## config.mk

```make
export PLATFORM = sky130hd
export DESIGN_NAME = sccd_clock_ctrl
export DESIGN_NICKNAME = d
export VERILOG_FILES = /design/src/inc/sccd_pkg.sv /design/src/hw/sccd_clock_ctrl.sv
export SDC_FILE = /design/constraint.sdc
export NUM_CORES = 1
export LEC_CHECK = 0
export ABC_AREA = 1
export BUFFER_PORTS_ARGS = -buffer_cell sky130_fd_sc_hd__buf_2
export CORE_UTILIZATION = 56
export DETAILED_ROUTE_END_ITERATION = 10
export PLACE_DENSITY = 0.78
export RECOVER_POWER = 100
export SLEW_MARGIN = 20
export SYNTH_ARGS = -nofsm -noshare
export SYNTH_HDL_FRONTEND = slang
export SYNTH_SLANG_ARGS = --single-unit
```

## constraint.sdc

```tcl
create_clock -name clock -period 2.43 [get_ports clock]
set_input_delay 0.486 -clock clock [delete_from_list [all_inputs] [get_ports clock]]
set_output_delay 0.486 -clock clock [all_outputs]
set_load 0.05 [all_outputs]
```

## src/inc/sccd_pkg.sv

```systemverilog
// Constants and carrier types for the system clock select and divider.
// Assumes one oscillator clock; every other clock is modelled as ticks.
package sccd_pkg;
   // Clock divide select codes
   localparam logic [1:0] SEL_MULT = 2'h0;
   localparam logic [1:0] SEL_RSVD = 2'h1;
   localparam logic [1:0] SEL_DIV4 = 2'h2;
   localparam logic [1:0] SEL_SLOW = 2'h3;
   // Reset value of the selection
   localparam logic [1:0] SEL_RESET = SEL_DIV4;
   // System clock edges per oscillator clock for each source
   localparam logic [2:0] TICKS_X4 = 3'h4;
   localparam logic [2:0] TICKS_X2 = 3'h2;
   localparam logic [2:0] TICKS_ONE = 3'h1;
   localparam logic [2:0] TICKS_NONE = 3'h0;
   // Prescaler terminal count (divide by 256)
   localparam logic [7:0] PRESCALE_LAST = 8'hff;
   localparam logic [7:0] PRESCALE_ZERO = 8'h00;
   // Four phases per machine cycle
   localparam logic [3:0] PHASES_PER_CYCLE = 4'h4;
   localparam logic [1:0] PHASE_ZERO = 2'h0;
   // Oscillator rate and multiplier stabilization time
   localparam int CLK_MHZ = 25;
   localparam int STAB_TIME_US = 100;
   localparam int STAB_CYC_I = STAB_TIME_US * CLK_MHZ;
   localparam logic [11:0] STAB_CYC = 12'(STAB_CYC_I);
   localparam logic [11:0] STAB_ZERO = 12'h000;

   // One software write; each field has its own write strobe
   typedef struct packed {
      logic sel_we;      // Write clock divide select
      logic [1:0] sel;   // {clock_divide_select_hi, _lo}
      logic mult_we;     // Write multiplier_enable
      logic mult_en;
      logic fac_we;      // Write multiplier_factor_select
      logic factor;
   } sccd_wr_t;

   // Visible state of the power management and reset control bits
   typedef struct packed {
      logic [1:0] sel_req;  // Selection as written
      logic [1:0] sel_act;  // Selection in force
      logic mult_en;        // multiplier_enable
      logic factor;         // multiplier_factor_select
      logic stable;         // multiplier_stable_flag
   } sccd_stat_t;
endpackage

```

## src/hw/sccd_clock_ctrl.sv

```systemverilog
// System clock select, prescaler, multiplier model and state generator.
// Assumes all inputs are synchronous to the oscillator clock, which is
// the only clock; faster or slower system clocks appear as tick counts.
`timescale 1ns/1ps
module sccd_clock_ctrl (
   input wire logic clock,
   input wire logic rst,
   input wire sccd_pkg::sccd_wr_t wr,
   input wire logic ring_mode_flag,
   output sccd_pkg::sccd_stat_t stat,
   output logic [2:0] sys_ticks,
   output logic [1:0] phase,
   output logic machine_cycle,
   output logic write_refused
);
   import sccd_pkg::*;

   logic [1:0] sel_req_r;   // Selection as accepted from software
   logic [1:0] sel_r;       // Selection driving the mux
   logic mult_en_r;         // Multiplier enabled
   logic factor_r;          // 1 = x4, 0 = x2
   logic stable_r;          // Multiplier stable
   logic [11:0] stab_cnt_r; // Stabilization countdown
   logic [7:0] pre_r;       // Divide-by-256 prescaler
   logic [2:0] ticks_r;     // System clock edges this oscillator clock
   logic [1:0] phase_r;     // State generator phase
   logic mcyc_r;            // Machine cycle completed
   logic refused_r;         // Last write had a refused field
   logic [2:0] ticks_nxt;
   logic [3:0] acc_nxt;
   logic wrap;
   logic sel_ok, mult_ok, fac_ok;

   // Legal selection change; from anywhere but div4 only div4 is allowed
   function automatic logic sel_legal(input logic [1:0] from,
                                      input logic [1:0] to,
                                      input logic en, input logic stb);
      logic ok;
      ok = 1'b0;
      if (to == from) begin
         ok = 1'b1;
      end else if (to == SEL_RSVD) begin
         ok = 1'b0;
      end else if (from != SEL_DIV4) begin
         ok = (to == SEL_DIV4);
      end else if (to == SEL_MULT) begin
         ok = en && stb;
      end else begin
         ok = 1'b1;
      end
      return ok;
   endfunction

   // Write acceptance terms
   always_comb begin
      sel_ok = sel_legal(sel_req_r, wr.sel, mult_en_r, stable_r);
      // Both the written and the live selection must be div4
      mult_ok = (sel_req_r == SEL_DIV4) && (sel_r == SEL_DIV4)
                && !ring_mode_flag;
      fac_ok = !mult_en_r;
   end

   // Three-way source mux as system clock edges per oscillator clock
   always_comb begin
      case (sel_r)
         SEL_MULT: ticks_nxt = factor_r ? TICKS_X4 : TICKS_X2;
         SEL_DIV4: ticks_nxt = TICKS_ONE;
         SEL_SLOW: ticks_nxt = (pre_r == PRESCALE_LAST) ? TICKS_ONE
                               : TICKS_NONE;
         default: ticks_nxt = TICKS_ONE; // Reserved code never loads
      endcase
      acc_nxt = {2'h0, phase_r} + {1'b0, ticks_nxt};
      wrap = (acc_nxt >= PHASES_PER_CYCLE);
   end

   // Software selection register, refused writes leave it alone
   always_ff @(posedge clock) begin
      if (rst) begin
         sel_req_r <= SEL_RESET;
      end else if (wr.sel_we && sel_ok) begin
         sel_req_r <= wr.sel;
      end
   end

   // Live selection changes only as a machine cycle closes, so the
   // state generator never sees a shortened phase
   always_ff @(posedge clock) begin
      if (rst) begin
         sel_r <= SEL_RESET;
      end else if (wrap) begin
         sel_r <= sel_req_r;
      end
   end

   // Multiplier enable and factor
   always_ff @(posedge clock) begin
      if (rst) begin
         mult_en_r <= 1'b0;
         factor_r <= 1'b0;
      end else begin
         if (wr.mult_we && mult_ok) begin
            mult_en_r <= wr.mult_en;
         end
         if (wr.fac_we && fac_ok) begin
            factor_r <= wr.factor;
         end
      end
   end

   // Stabilization timeout; also runs out of reset since the
   // multiplier starts disabled and unsettled
   always_ff @(posedge clock) begin
      if (rst) begin
         stab_cnt_r <= STAB_CYC;
         stable_r <= 1'b0;
      end else if (wr.mult_we && mult_ok && mult_en_r && !wr.mult_en) begin
         stab_cnt_r <= STAB_CYC;
         stable_r <= 1'b0;
      end else if (stab_cnt_r != STAB_ZERO) begin
         stab_cnt_r <= stab_cnt_r - 12'h001;
         stable_r <= (stab_cnt_r == 12'h001);
      end
   end

   // Prescaler restarts at each switch so the first slow period is whole
   always_ff @(posedge clock) begin
      if (rst || wrap || sel_r != SEL_SLOW) begin
         pre_r <= PRESCALE_ZERO;
      end else begin
         pre_r <= pre_r + 8'h01;
      end
   end

   // State generator
   always_ff @(posedge clock) begin
      if (rst) begin
         phase_r <= PHASE_ZERO;
         ticks_r <= TICKS_NONE;
         mcyc_r <= 1'b0;
      end else begin
         phase_r <= acc_nxt[1:0];
         ticks_r <= ticks_nxt;
         mcyc_r <= wrap;
      end
   end

   // Refused write indicator, one cycle
   always_ff @(posedge clock) begin
      if (rst) begin
         refused_r <= 1'b0;
      end else begin
         refused_r <= (wr.sel_we && !sel_ok) || (wr.mult_we && !mult_ok)
                      || (wr.fac_we && !fac_ok);
      end
   end

   assign stat = '{sel_req: sel_req_r, sel_act: sel_r, mult_en: mult_en_r,
                   factor: factor_r, stable: stable_r};
   assign sys_ticks = ticks_r;
   assign phase = phase_r;
   assign machine_cycle = mcyc_r;
   assign write_refused = refused_r;

   a_reset_default: assert property (@(posedge clock)
      $past(rst) |-> sel_r == SEL_DIV4 && sel_req_r == SEL_DIV4)
      else $error("Selection not div4 after reset");
   a_div4_rate: assert property (@(posedge clock) disable iff (rst)
      !$past(rst) && $past(sel_r) == SEL_DIV4 |-> ticks_r == TICKS_ONE)
      else $error("Div4 source not one tick per clock");
   a_mult_rate: assert property (@(posedge clock) disable iff (rst)
      !$past(rst) && $past(sel_r) == SEL_MULT
      |-> ticks_r == ($past(factor_r) ? TICKS_X4 : TICKS_X2))
      else $error("Multiplier tick rate wrong");
   a_slow_period: assert property (@(posedge clock) disable iff (rst)
      sel_r == SEL_SLOW && pre_r == PRESCALE_LAST
      ##1 sel_r == SEL_SLOW |-> ##1 ticks_r == TICKS_NONE)
      else $error("Slow source ticked early");
   a_cycle_phase: assert property (@(posedge clock) disable iff (rst)
      mcyc_r |-> phase_r == PHASE_ZERO)
      else $error("Machine cycle closed off phase zero");
   a_switch_boundary: assert property (@(posedge clock) disable iff (rst)
      !$past(rst) && $changed(sel_r) |-> mcyc_r && sel_r == $past(sel_req_r))
      else $error("Source switched mid machine cycle");
   a_leave_via_div4: assert property (@(posedge clock) disable iff (rst)
      !$past(rst) && $changed(sel_req_r)
      |-> $past(sel_req_r) == SEL_DIV4 || sel_req_r == SEL_DIV4)
      else $error("Selection skipped div4");
   a_no_reserved: assert property (@(posedge clock) disable iff (rst)
      sel_req_r != SEL_RSVD)
      else $error("Reserved selection accepted");
   a_stable_clear: assert property (@(posedge clock) disable iff (rst)
      $fell(mult_en_r) |-> !stable_r ##1 !stable_r)
      else $error("Stable flag not cleared on disable");
   a_mult_needs_stable: assert property (@(posedge clock) disable iff (rst)
      !$past(rst) && $changed(sel_req_r) && sel_req_r == SEL_MULT
      |-> $past(stable_r) && $past(mult_en_r))
      else $error("Multiplier picked while unstable");
   a_factor_hold: assert property (@(posedge clock) disable iff (rst)
      !$past(rst) && $changed(factor_r) |-> !$past(mult_en_r))
      else $error("Factor changed while enabled");
   a_enable_hold: assert property (@(posedge clock) disable iff (rst)
      !$past(rst) && $changed(mult_en_r)
      |-> $past(sel_r) == SEL_DIV4 && !$past(ring_mode_flag))
      else $error("Enable changed outside div4");
   a_apply_delay: assert property (@(posedge clock) disable iff (rst)
      sel_r == SEL_DIV4 && sel_req_r == SEL_SLOW |-> ##[1:4] sel_r == SEL_SLOW)
      else $error("Selection not applied within a cycle");
endmodule

```

# Word level (Yosys, flattened, before mapping)
# Index checks and enable logic that the tools add are counted.
dict set report op_classes {
  muxes 7
  magnitude_cmp 1
  eq_ne 10
  add_sub_neg 3
  n_reduce_logical 24
}
# cell count
set op_table {}
lappend op_table {{== test 12 x 1 -> 1 bit, second input constant} 1}
lappend op_table {{nonzero test 12 bit} 1}
lappend op_table {{subtractor 12 x 1 -> 12 bit, second input constant} 1}
lappend op_table {{logical AND 1 bit} 11}
lappend op_table {{adder 8 x 1 -> 8 bit, second input constant} 1}
lappend op_table {{== test 2 bit, second input constant} 4}
lappend op_table {{== test 8 bit, second input constant} 1}
lappend op_table {{case mux 3 bit (2 select lines)} 1}
lappend op_table {{logical NOT 1 bit} 5}
lappend op_table {{2-to-1 mux 1 bit} 5}
lappend op_table {{adder 2 x 3 -> 4 bit} 1}
lappend op_table {{greater-or-equal comparator 4 x 3 -> 1 bit, second input constant} 1}
lappend op_table {{logical NOT 2 bit} 2}
lappend op_table {{logical OR 1 bit} 4}
lappend op_table {{inequality test 2 bit, second input constant} 2}
lappend op_table {{2-to-1 mux 3 bit} 1}
lappend op_table {{== test 2 x 1 -> 1 bit, second input constant} 1}
lappend op_table {{== test 2 bit} 1}
lappend op_table {{OR reduction 2 bit} 1}
dict set report word_totals {
  input_bits 10
  wordCells 56
  output_inout_bits 14
  ff_bits 34
}

# Depth between registers and ports, before layout
# Gate-level depths: netlist of the first run.
dict set report logic_depth {
  ltp_word 9
  ltp_mapped 13
  ltp_nobuf 13
}

# Worst setup path after synthesis of the first run
# OpenSTA, ideal clock, no wires.
dict set report synth_path {
  kind {register to register}
  from {reg sel_r[0]}
  to {reg pre_r[7]}
  arrival_ns 2.260
  setup_time_ns 0.064
  slack_ns 0.106
  period_less_slack_ns 2.324
  t_required_ns 2.366
  path_stages_with_launch 10
  n_path_buf 0
  cell_sequence {dfxtp_1 -> inv_1 -> ha_1 -> nor3_1 -> ha_1 -> a21oi_1 -> nand4_1 -> nand2_2 -> nand3_4 -> nor2_1}
}
dict set report synth_between {
  elab_chain_len 6
  word_cells_on_any_way 8
  classes_between {add/sub: 1; order compare: 1; eq/ne: 2; mux: 1; reduce/logical: 3}
}
# element line_no
set synth_rtl {}
lappend synth_rtl {{from (decl)} sccd_clock_ctrl.sv:19} ;# logic [1:0] sel_r;
lappend synth_rtl {{from (signal assigned)} sccd_clock_ctrl.sv:91} ;# sel_r <= sel_req_r;
lappend synth_rtl {{== test 2 bit / logical NOT 2 bit (equally long branches)} sccd_clock_ctrl.sv:65} ;# case (sel_r)
lappend synth_rtl {{case mux 3 bit (2 select lines) (*)} sccd_clock_ctrl.sv:65}
lappend synth_rtl {{net ticks_nxt[1]} sccd_clock_ctrl.sv:29} ;# logic [2:0] ticks_nxt;
lappend synth_rtl {{adder 2 x 3 -> 4 bit (*)} sccd_clock_ctrl.sv:72} ;# acc_nxt = {2'h0, phase_r} + {1'b0, ticks_nxt};
lappend synth_rtl {{greater-or-equal comparator 4 x 3 -> 1 bit (*)} sccd_clock_ctrl.sv:73} ;# wrap = (acc_nxt >= PHASES_PER_CYCLE);
lappend synth_rtl {{logical OR 1 bit (*) (2 in a row)} sccd_clock_ctrl.sv:127} ;# if (rst || wrap || sel_r != SEL_SLOW) begin
lappend synth_rtl {{to (signal assigned)} sccd_clock_ctrl.sv:130} ;# pre_r <= pre_r + 8'h01;
lappend synth_rtl {{to (decl)} sccd_clock_ctrl.sv:24} ;# logic [7:0] pre_r;
# The timed path passes the listed nets; every way through them passes the cells marked *.
# A chain may end at the register's enable or synchronous reset.

# Final worst setup path of the first run
dict set report layout_path {
  from {reg sel_r[0]}
  to {reg pre_r[6]}
}
# Same word-level chain as after synthesis.

==> results.cfg, run 1 <==
[run_status]
status = complete, but fails checks
failed_checks = design-rule violations

[setup_path]
rr_worst_depth = 9
critPathKind = reg2reg
cpLargestDelayFamily = simple AND/OR/NAND/NOR gates
cp_max_fo = 8
crit_cells = 9
crit_arrival_ps = 2470
cp-start-kind = flop
cp.required_ps = 2720
cpPeakStageDelay_ps = 410
cp_num_buf_inv = 1
endpoint_kind = flop
cpMaxStageDelayCell = dfxtp_1
path_cells = inv_1 > ha_1 > nor3_1 > ha_1 > a21oi_1 > nand4_1 > nand2_2 > nand3_2 > nor2_1
cpMostUsedCell = ha_1

[clocking]
cts-hold-fix-buffers = 0
postCtsSetupBuffers = 0
clockBufferDepth = 2
cts.clk_slew.worst_paths_ps = 100
cts_resized = 0
cts_buffers = 5
cts_tree = done
cts.sinks = 34
clock_latency_ps = 350
root_buffer = clkbuf_4
htree_levels = 2

[place]
place_congestion = 0.797
hpwl_um = 2170
place_area_um2 = 1840
portBuffers = 23

[layout]
finalInstanceArea_um2 = 1870
drive_gt1_share_pct = 13.1
layout.nets = 262
area_growth_pct = 8.91
n_antenna_cell = 0

[sta]
setup_violations = 0
max_freq_mhz = 459
fin_skew_ps = 6.91
hold_viol_final = 0
rsz0062_at_grt = no
maxSlewViolCount = 0
worst_pin_slew_ps = 642
fin_crit_ps = 2180
relSlewSlack_pct = 57.2
finalSetupTns_ps = 0
hold_ws_ps = 395
fin_crit_sh_pct = 89.7

[global_routing]
globalRouteTotalUtil_pct = 21.5
first_global_vias = 1290
antenna_found_initial = 0
gr-total-overflow = 0
grt_pass1_wl_um = 5260
grt_max_degree = 12

[power_and_ir_drop]
leakagePower_nw = 0.849
finalPower_mw = 1.35
power_density_nw_per_um2 = 724
ir_drop_v = 0.000449

[logic_synthesis]
synth.distinct_cells = 29
ys_ff_latch = 34
yosysSeqAreaShare_pct = 39.7
yosys_warnings = 0
postSynthAreaPerCell_um2 = 7.90
synth_cells = 217
synth_nets = 236
netlist_area_um2 = 1710

[floorplan]
top_level_ports = 24
die_w_um = 57.3
die_area_um2 = 3290
fp.coreArea_um2 = 2830
die_h_um = 57.3
num_rows = 19
start_util_pct = 60.6

[drt]
routed_wirelength_um = 2900
wl_per_cell_um = 10.5
vias_per_cell = 4.84
drt_iter0_markers = 48
drtPass1Iterations = 7
detail-route-antenna-nets = 0
num_vias = 1332
drc = 6

[worst_hold_path]
hold_path_class = in2reg
hold_path_depth = 3

[flow_run]
cap_violations = 0
cell type report:
class                   instances  area (µm²)
clock buffers                   5        37.5
clock inverters                 3        40.0
fillers                       243         962
inverters                      28         105
multi-input cells             151         867
flip-flops and latches         34         681
well taps                      31        38.8
repair buffers                 23        97.6
path summary, 6_finish.rpt:
check	from	endpoint	slack [ps]
setup / recovery	sel_r[0]$_SDFFE_PP0P_	pre_r[6]$_SDFF_PP0_	250
hold / removal	wr[5]	sel_req_r[1]$_SDFFE_PP1P_	390
setup reg to reg	sel_r[0]$_SDFFE_PP0P_	pre_r[6]$_SDFF_PP0_	250
hold reg to reg	pre_r[0]$_SDFF_PP0_	pre_r[0]$_SDFF_PP0_	460
synth_stat cells:
library cell  count  share of area [%]
nor4_1            1               0.37
a21oi_1           7                2.0
nand2_4           1               0.66
nor3_1            1               0.29
nand2_1          38                8.3
o21ai_0           5                1.5
nand4_1           5                1.8
dfxtp_1          34                 40
fa_1              1                1.2
nor2_1           29                6.4
inv_2             2               0.44
nor2_4            3                2.0
xor2_1            9                4.6
ha_1              8                5.8
nor3b_1           1               0.44
buf_2             1               0.29
nand3_1          19                5.5
inv_1            26                5.7
buf_4             3                1.3
nand3_4           2                2.0
a21oi_4           1               0.95
a22oi_1           1               0.44
xnor2_1           3                1.5
and2_1            1               0.37
nor2_2            7                2.6
or2_1             1               0.37
nand3_2           3                1.8
nand2_2           3                1.1
nor3_2            1               0.58
routing by layer:
layer	part of all wire, %	track usage (%)	vias to the layer above
li1	-	-	740
met1	51	26.1	571
met2	43	34.1	14
met3	4.0	8.16	7
met4	2.1	9.41	0
met5	0	0	-
report_power, final:
group	internal (mW)	leakage, nW	switching, mW
combinational	0.0904	0.527	0.219
clock	0.213	0.0450	0.193
sequential	0.598	0.278	0.0383
total	0.902	0.849	0.450
state kept, by name (all words and copies together) (netlist names):
signal         cells
factor_r           1
machine_cycle      1
mult_en_r          1
sel_req_r          2
write_refused      1
sel_r              2
sys_ticks          3
stable_r           1
stab_cnt_r        12
phase              2
pre_r              8
placed cells by master, fill, tap and decap left out:
cell type,n
a21oi_1,8
a22oi_1,1
and2_0,1
buf_2,9
bufinv_16,1
clkbuf_1,14
clkbuf_4,5
clkinv_2,2
dfxtp_1,34
fa_1,1
ha_1,8
inv_1,28
nand2_1,38
nand2_2,3
nand2_4,1
nand3_1,20
nand3_2,3
nand3_4,1
nand4_1,5
nor2_1,33
nor2_2,3
nor2_4,3
nor3_1,1
nor3_2,1
nor3b_1,1
nor4_1,1
o21ai_0,5
or2_1,1
xnor2_1,3
xor2_1,9
through the flow:
step / setup WS (ps) / cells / util [%]
floorplan: 106 / 217 / -
global placement: 326 / 267 / 65.1
detailed placement: 287 / 267 / 65.1
CTS: 268 / 275 / 67.8
global route: 65.3 / 275 / 66.0
finish: 252 / 275 / 66.0
tightest hold or removal path, stage by stage:
cell,delay [ps]
buf_2,90
nand3_1,70
nand3_1,70
cells by family (layout without fill, tap and decap cells):
group,after synthesis,after routing,share of synthesized area (%)
AO/OA/AOI/OAI,14,14,4.89
flip-flops,34,34,39.7
XOR/XNOR,12,12,6.13
AND/OR/NAND/NOR,116,116,34.5
adder cells (fa/ha/maj),9,9,7.01
buffers and inverters,32,59,7.74
Note: power is estimated with default switching activity, not from simulation.
==> inputs of run 2 (changes only) <==
--- a/config.mk
+++ b/config.mk
@@ -10,7 +10,6 @@
 export CORE_UTILIZATION = 56
 export DETAILED_ROUTE_END_ITERATION = 10
 export PLACE_DENSITY = 0.78
-export RECOVER_POWER = 100
 export SLEW_MARGIN = 20
 export SYNTH_ARGS = -nofsm -noshare
 export SYNTH_HDL_FRONTEND = slang
==> run 2 against run 1 <==
Against the previous run:
- the flow still finishes with violations (design-rule violations)
- cell area is 2.7% higher
- die area stayed put
- worst hold slack worse by 1.9 ps
- clock skew is 1.1 ps higher
- highest routed layer unchanged
==> results.cfg, run 2 (same netlist as run 1, synthesis figures left out) <==
[global_routing]
grt.busiest_layer = met2
use_met2_pct = 34.1
first_global_vias = 1290
grt_util_met1_pct = 26.1
grt_max_degree = 12
grtUsageMet3_pct = 8.16
antenna_found_initial = 0
gr-total-overflow = 0
grt_pass1_wl_um = 5260
globalRouteTotalUtil_pct = 21.5

[layout]
regMostFlops = stab_cnt_r
regArea_um2 = 681
nFillCells = 232
finalInstanceArea_um2 = 1920
largest_reg_flops = 12
drive_gt1_share_pct = 22.1
area_growth_pct = 11.9
multi_input_area_um2 = 901
layout.nets = 262
n_antenna_cell = 0
fin_cells = 275
layout_common_cells = nand2_1, dfxtp_1, nor2_1
final_common_cell = nand2_1

[sta]
max_freq_mhz = 467
maxSlewViolCount = 0
fin_crit_ps = 2140
fin_crit_sh_pct = 88.1
setup_violations = 0
rsz0062_at_grt = no
hold_viol_final = 0
relSlewSlack_pct = 77.4
finalSetupTns_ps = 0
fin_skew_ps = 7.99
worst_pin_slew_ps = 336

[drt]
routed_wirelength_um = 2860
drc = 7
detail-route-antenna-nets = 0
wl_per_cell_um = 10.4
vias_per_cell = 4.87
drt_iter0_markers = 54
num_vias = 1338
drtPass1Iterations = 7

[clocking]
cts-hold-fix-buffers = 0
cts_tree = done
root_buffer = clkbuf_4
clockBufferDepth = 2
postCtsSetupBuffers = 0
clock_latency_ps = 350
cts_buffers = 5
cts_resized = 0
cts.clk_slew.worst_paths_ps = 100
cts.sinks = 34
htree_levels = 2

[power_and_ir_drop]
finalPower_mw = 1.37
power_density_nw_per_um2 = 713
leakagePower_nw = 0.903
ir_drop_v = 0.000464

[place]
place_area_um2 = 1840
place_congestion = 0.797
placedCellCount = 267
hpwl_um = 2170
portBuffers = 23

[floorplan]
num_rows = 19
start_util_pct = 60.6
die_h_um = 57.3
die_w_um = 57.3
fp.coreArea_um2 = 2830
die_area_um2 = 3290
top_level_ports = 24

[worst_hold_path]
min_from = wr[5]
hold_path_class = in2reg

[setup_path]
crit-reg2reg-launch = sel_r[0]$_SDFFE_PP0P_
cp.required_ps = 2720
cp-start-kind = flop
cp_max_fo = 8
crit_arrival_ps = 2430
endpoint_kind = flop
critPathKind = reg2reg
critPathLaunch = sel_r[0]$_SDFFE_PP0P_

[run_status]
status = complete, but fails checks
failed_checks = design-rule violations

[flow_run]
cap_violations = 0
[run 2: worst paths after layout]
kind / end / slack [ps] / cells past startpoint
hold / removal: sel_req_r[1]$_SDFFE_PP1P_ / 390 / 3
setup reg to reg: pre_r[6]$_SDFF_PP0_ / 290 / 9
setup / recovery: pre_r[6]$_SDFF_PP0_ / 290 / 9
hold reg to reg: pre_r[0]$_SDFF_PP0_ / 460 / 1
[run 2: area by class of cell]
class | instances | area share [%]
clock buffers | 5 | 1.96
inverters | 28 | 5.48
repair buffers | 23 | 6.00
well taps | 31 | 2.02
flip-flops and latches | 34 | 35.5
multi-input cells | 151 | 47.0
clock inverters | 3 | 2.09
[run 2: metrics by stage]
stage	util (%)	hold WS, ps	setup WS (ps)
final	67.8	393	289
after global routing	67.8	408	111
after CTS	67.8	380	268
after detailed placement	65.1	443	287
after global placement	65.1	429	326
after floorplan	-	418	106
[run 2: routing by layer]
metal / routed length [µm] / up-vias
met5: 0 / -
met4: 61 / 0
met3: 139 / 7
met2: 1230 / 26
met1: 1430 / 568
li1: - / 737
[run 2: report_power, final]
part	internal [mW]	leakage, nW	switching, mW
Combinational	0.100	0.580	0.224
Clock	0.213	0.0450	0.194
Sequential	0.598	0.278	0.0375
[run 2: critical path, stage by stage (launching register included)]
cell and delay (ps):
dfxtp_1 400, inv_1 90, ha_1 340, nor3_1 330, ha_1 300, a21oi_1 120, nand4_1 130, nand2_2 150
nand3_4 120, nor2_1 120
==> inputs of run 3 (changes only) <==
--- a/config.mk
+++ b/config.mk
@@ -7,9 +7,10 @@
 export LEC_CHECK = 0
 export ABC_AREA = 1
 export BUFFER_PORTS_ARGS = -buffer_cell sky130_fd_sc_hd__buf_2
-export CORE_UTILIZATION = 56
+export CORE_UTILIZATION = 60
+export CTS_CLUSTER_DIAMETER = 100
 export DETAILED_ROUTE_END_ITERATION = 10
-export PLACE_DENSITY = 0.78
+export PLACE_DENSITY = 0.83
 export SLEW_MARGIN = 20
 export SYNTH_ARGS = -nofsm -noshare
 export SYNTH_HDL_FRONTEND = slang
==> constraint.sdc (replaced) <==
create_clock -name clock -period 2.5 [get_ports clock]
set_input_delay 0.5 -clock clock [delete_from_list [all_inputs] [get_ports clock]]
set_output_delay 0.5 -clock clock [all_outputs]
set_load 0.05 [all_outputs]
==> run 3 against run 2 <==
Against the previous run:
- the flow now finishes without violations
- fmax rose by 0.63%
- critical path depth did not move
- clock skew barely moved
- flip-flop and latch count did not move
- combinational power fell by 2%
- first-iteration DRC count rose by 17%
- register-to-register slack improved by 80 ps
- utilization rose by 2.5 points
- clock power barely moved
- largest cell class unchanged
- setup slack improved by 83 ps
- sequential power fell by 3%
- largest power group unchanged
==> results.cfg, run 3 (same netlist as run 1, synthesis figures left out) <==
[sta]
rsz0062_at_grt = no
hold_viol_final = 0
maxSlewViolCount = 0
max_freq_mhz = 470
fin_skew_ps = 7.85
relSlewSlack_pct = 77.5
hold_ws_ps = 428
finalSetupTns_ps = 0
fin_crit_ps = 2130
fin_crit_sh_pct = 85.1
setup_violations = 0
worst_pin_slew_ps = 335

[drt]
drc = 0
vias_per_cell = 5.12
drt_iter0_markers = 63
drtPass1Iterations = 4
num_vias = 1408
routed_wirelength_um = 2950
wl_per_cell_um = 10.7
detail-route-antenna-nets = 0

[clocking]
cts-hold-fix-buffers = 0
cts.sinks = 34
htree_levels = 2
postCtsSetupBuffers = 0
cts_resized = 0
clock_latency_ps = 330
cts_tree = done
clockBufferDepth = 2
cts.clk_slew.worst_paths_ps = 110
root_buffer = clkbuf_4
cts_buffers = 5

[setup_path]
cpMaxStageDelayCell = dfxtp_1
cpPeakStageDelay_ps = 400
endpoint_kind = flop
cp_max_fo = 8
critPathKind = reg2reg
cpMostUsedCell = ha_1
rr_worst_depth = 9
path_cells = inv_1 > ha_1 > nor3_1 > ha_1 > a21oi_1 > nand4_1 > nand2_2 > nand3_4 > nor2_1
cpLargestDelayFamily = simple AND/OR/NAND/NOR gates
crit_arrival_ps = 2410
cp-start-kind = flop
crit_cells = 9
cp_num_buf_inv = 1
cp.required_ps = 2780

[layout]
regMostFlops = stab_cnt_r
nFillCells = 227
n_antenna_cell = 0
area_growth_pct = 12.2
drive_gt1_share_pct = 22.1
layout_common_cells = nand2_1, dfxtp_1, nor2_1
final_common_cell = nand2_1
largest_reg_flops = 12
layout.nets = 262

[floorplan]
die_h_um = 55.5
die_w_um = 55.5
start_util_pct = 62.7
fp.coreArea_um2 = 2730
die_area_um2 = 3070
top_level_ports = 24
num_rows = 19

[power_and_ir_drop]
seqPwrFrac_pct = 46.1
leakagePower_nw = 0.895
power_density_nw_per_um2 = 697
internal-power_mw = 0.889
ir_drop_v = 0.000554
netSwitchingPower_mw = 0.452
clockPowerShare_pct = 30.2
power_frac_comb_pct = 23.7
p_sw_share_pct = 33.7

[global_routing]
antenna_found_initial = 0
gr-total-overflow = 0
grt_pass1_wl_um = 5490
grt_max_degree = 13
first_global_vias = 1348
globalRouteTotalUtil_pct = 22.5

[place]
place_congestion = 0.837
hpwl_um = 2280
portBuffers = 23

[worst_hold_path]
hold_path_class = in2reg
hold_path_depth = 3

[run_status]
status = finished, final reports clean

[flow_run]
cap_violations = 0
-- run 3: metrics by stage --
| stage | cells | total power [mW] | setup slack [ps] | utilization [%] | cell area [µm²] |
|---|---|---|---|---|---|
| final | 275 | 1.34 | 372 | 70.3 | 1920 |
| after global routing | 275 | 1.43 | 104 | 70.3 | 1920 |
| after CTS | 275 | 1.35 | 339 | 70.3 | 1920 |
| after detailed placement | 267 | 0.950 | 365 | 67.3 | 1840 |
| after global placement | 267 | 0.941 | 405 | 67.3 | 1840 |
| after floorplan | 217 | 0.886 | 176 | - | 1710 |
-- run 3: worst paths after layout --
path | startpoint | to | slack (ps)
worst max-delay path | sel_r[0]$_SDFFE_PP0P_ | pre_r[7]$_SDFF_PP0_ | 370
worst min-delay path | wr[5] | sel_req_r[1]$_SDFFE_PP1P_ | 430
worst min register to register | pre_r[0]$_SDFF_PP0_ | pre_r[0]$_SDFF_PP0_ | 460
worst max register to register | sel_r[0]$_SDFFE_PP0P_ | pre_r[7]$_SDFF_PP0_ | 370
-- run 3: layout make-up --
cell class	count	area [µm²]	share of cell area [%]
well taps	31	38.8	2.02
clock inverters	3	45.0	2.34
multi-input cells	151	901	46.8
inverters	28	105	5.47
repair buffers	23	115	5.99
flip-flops and latches	34	681	35.4
clock buffers	5	37.5	1.95
-- run 3: worst min-delay path, stage by stage --
cell and delay (ps):
buf_2 90, nand3_1 70, nand3_1 70
-- run 3: power by group through the flow --
stage,sequential (mW),clock [mW],combinational (mW)
after floorplan,0.704,0,0.181
after global placement,0.629,0,0.312
after detailed placement,0.632,0,0.318
after CTS,0.620,0.415,0.320
after global routing,0.626,0.442,0.359
final,0.618,0.405,0.318
-- run 3: per-layer routing --
metal  GRT usage (%)  part of all wire [%]  vias to the layer above
met5               0                     0                        -
met4            7.50                   1.2                        0
met3            5.15                   3.4                        4
met1            26.1                    43                      644
li1                -                     -                      737
met2            40.4                    52                       23
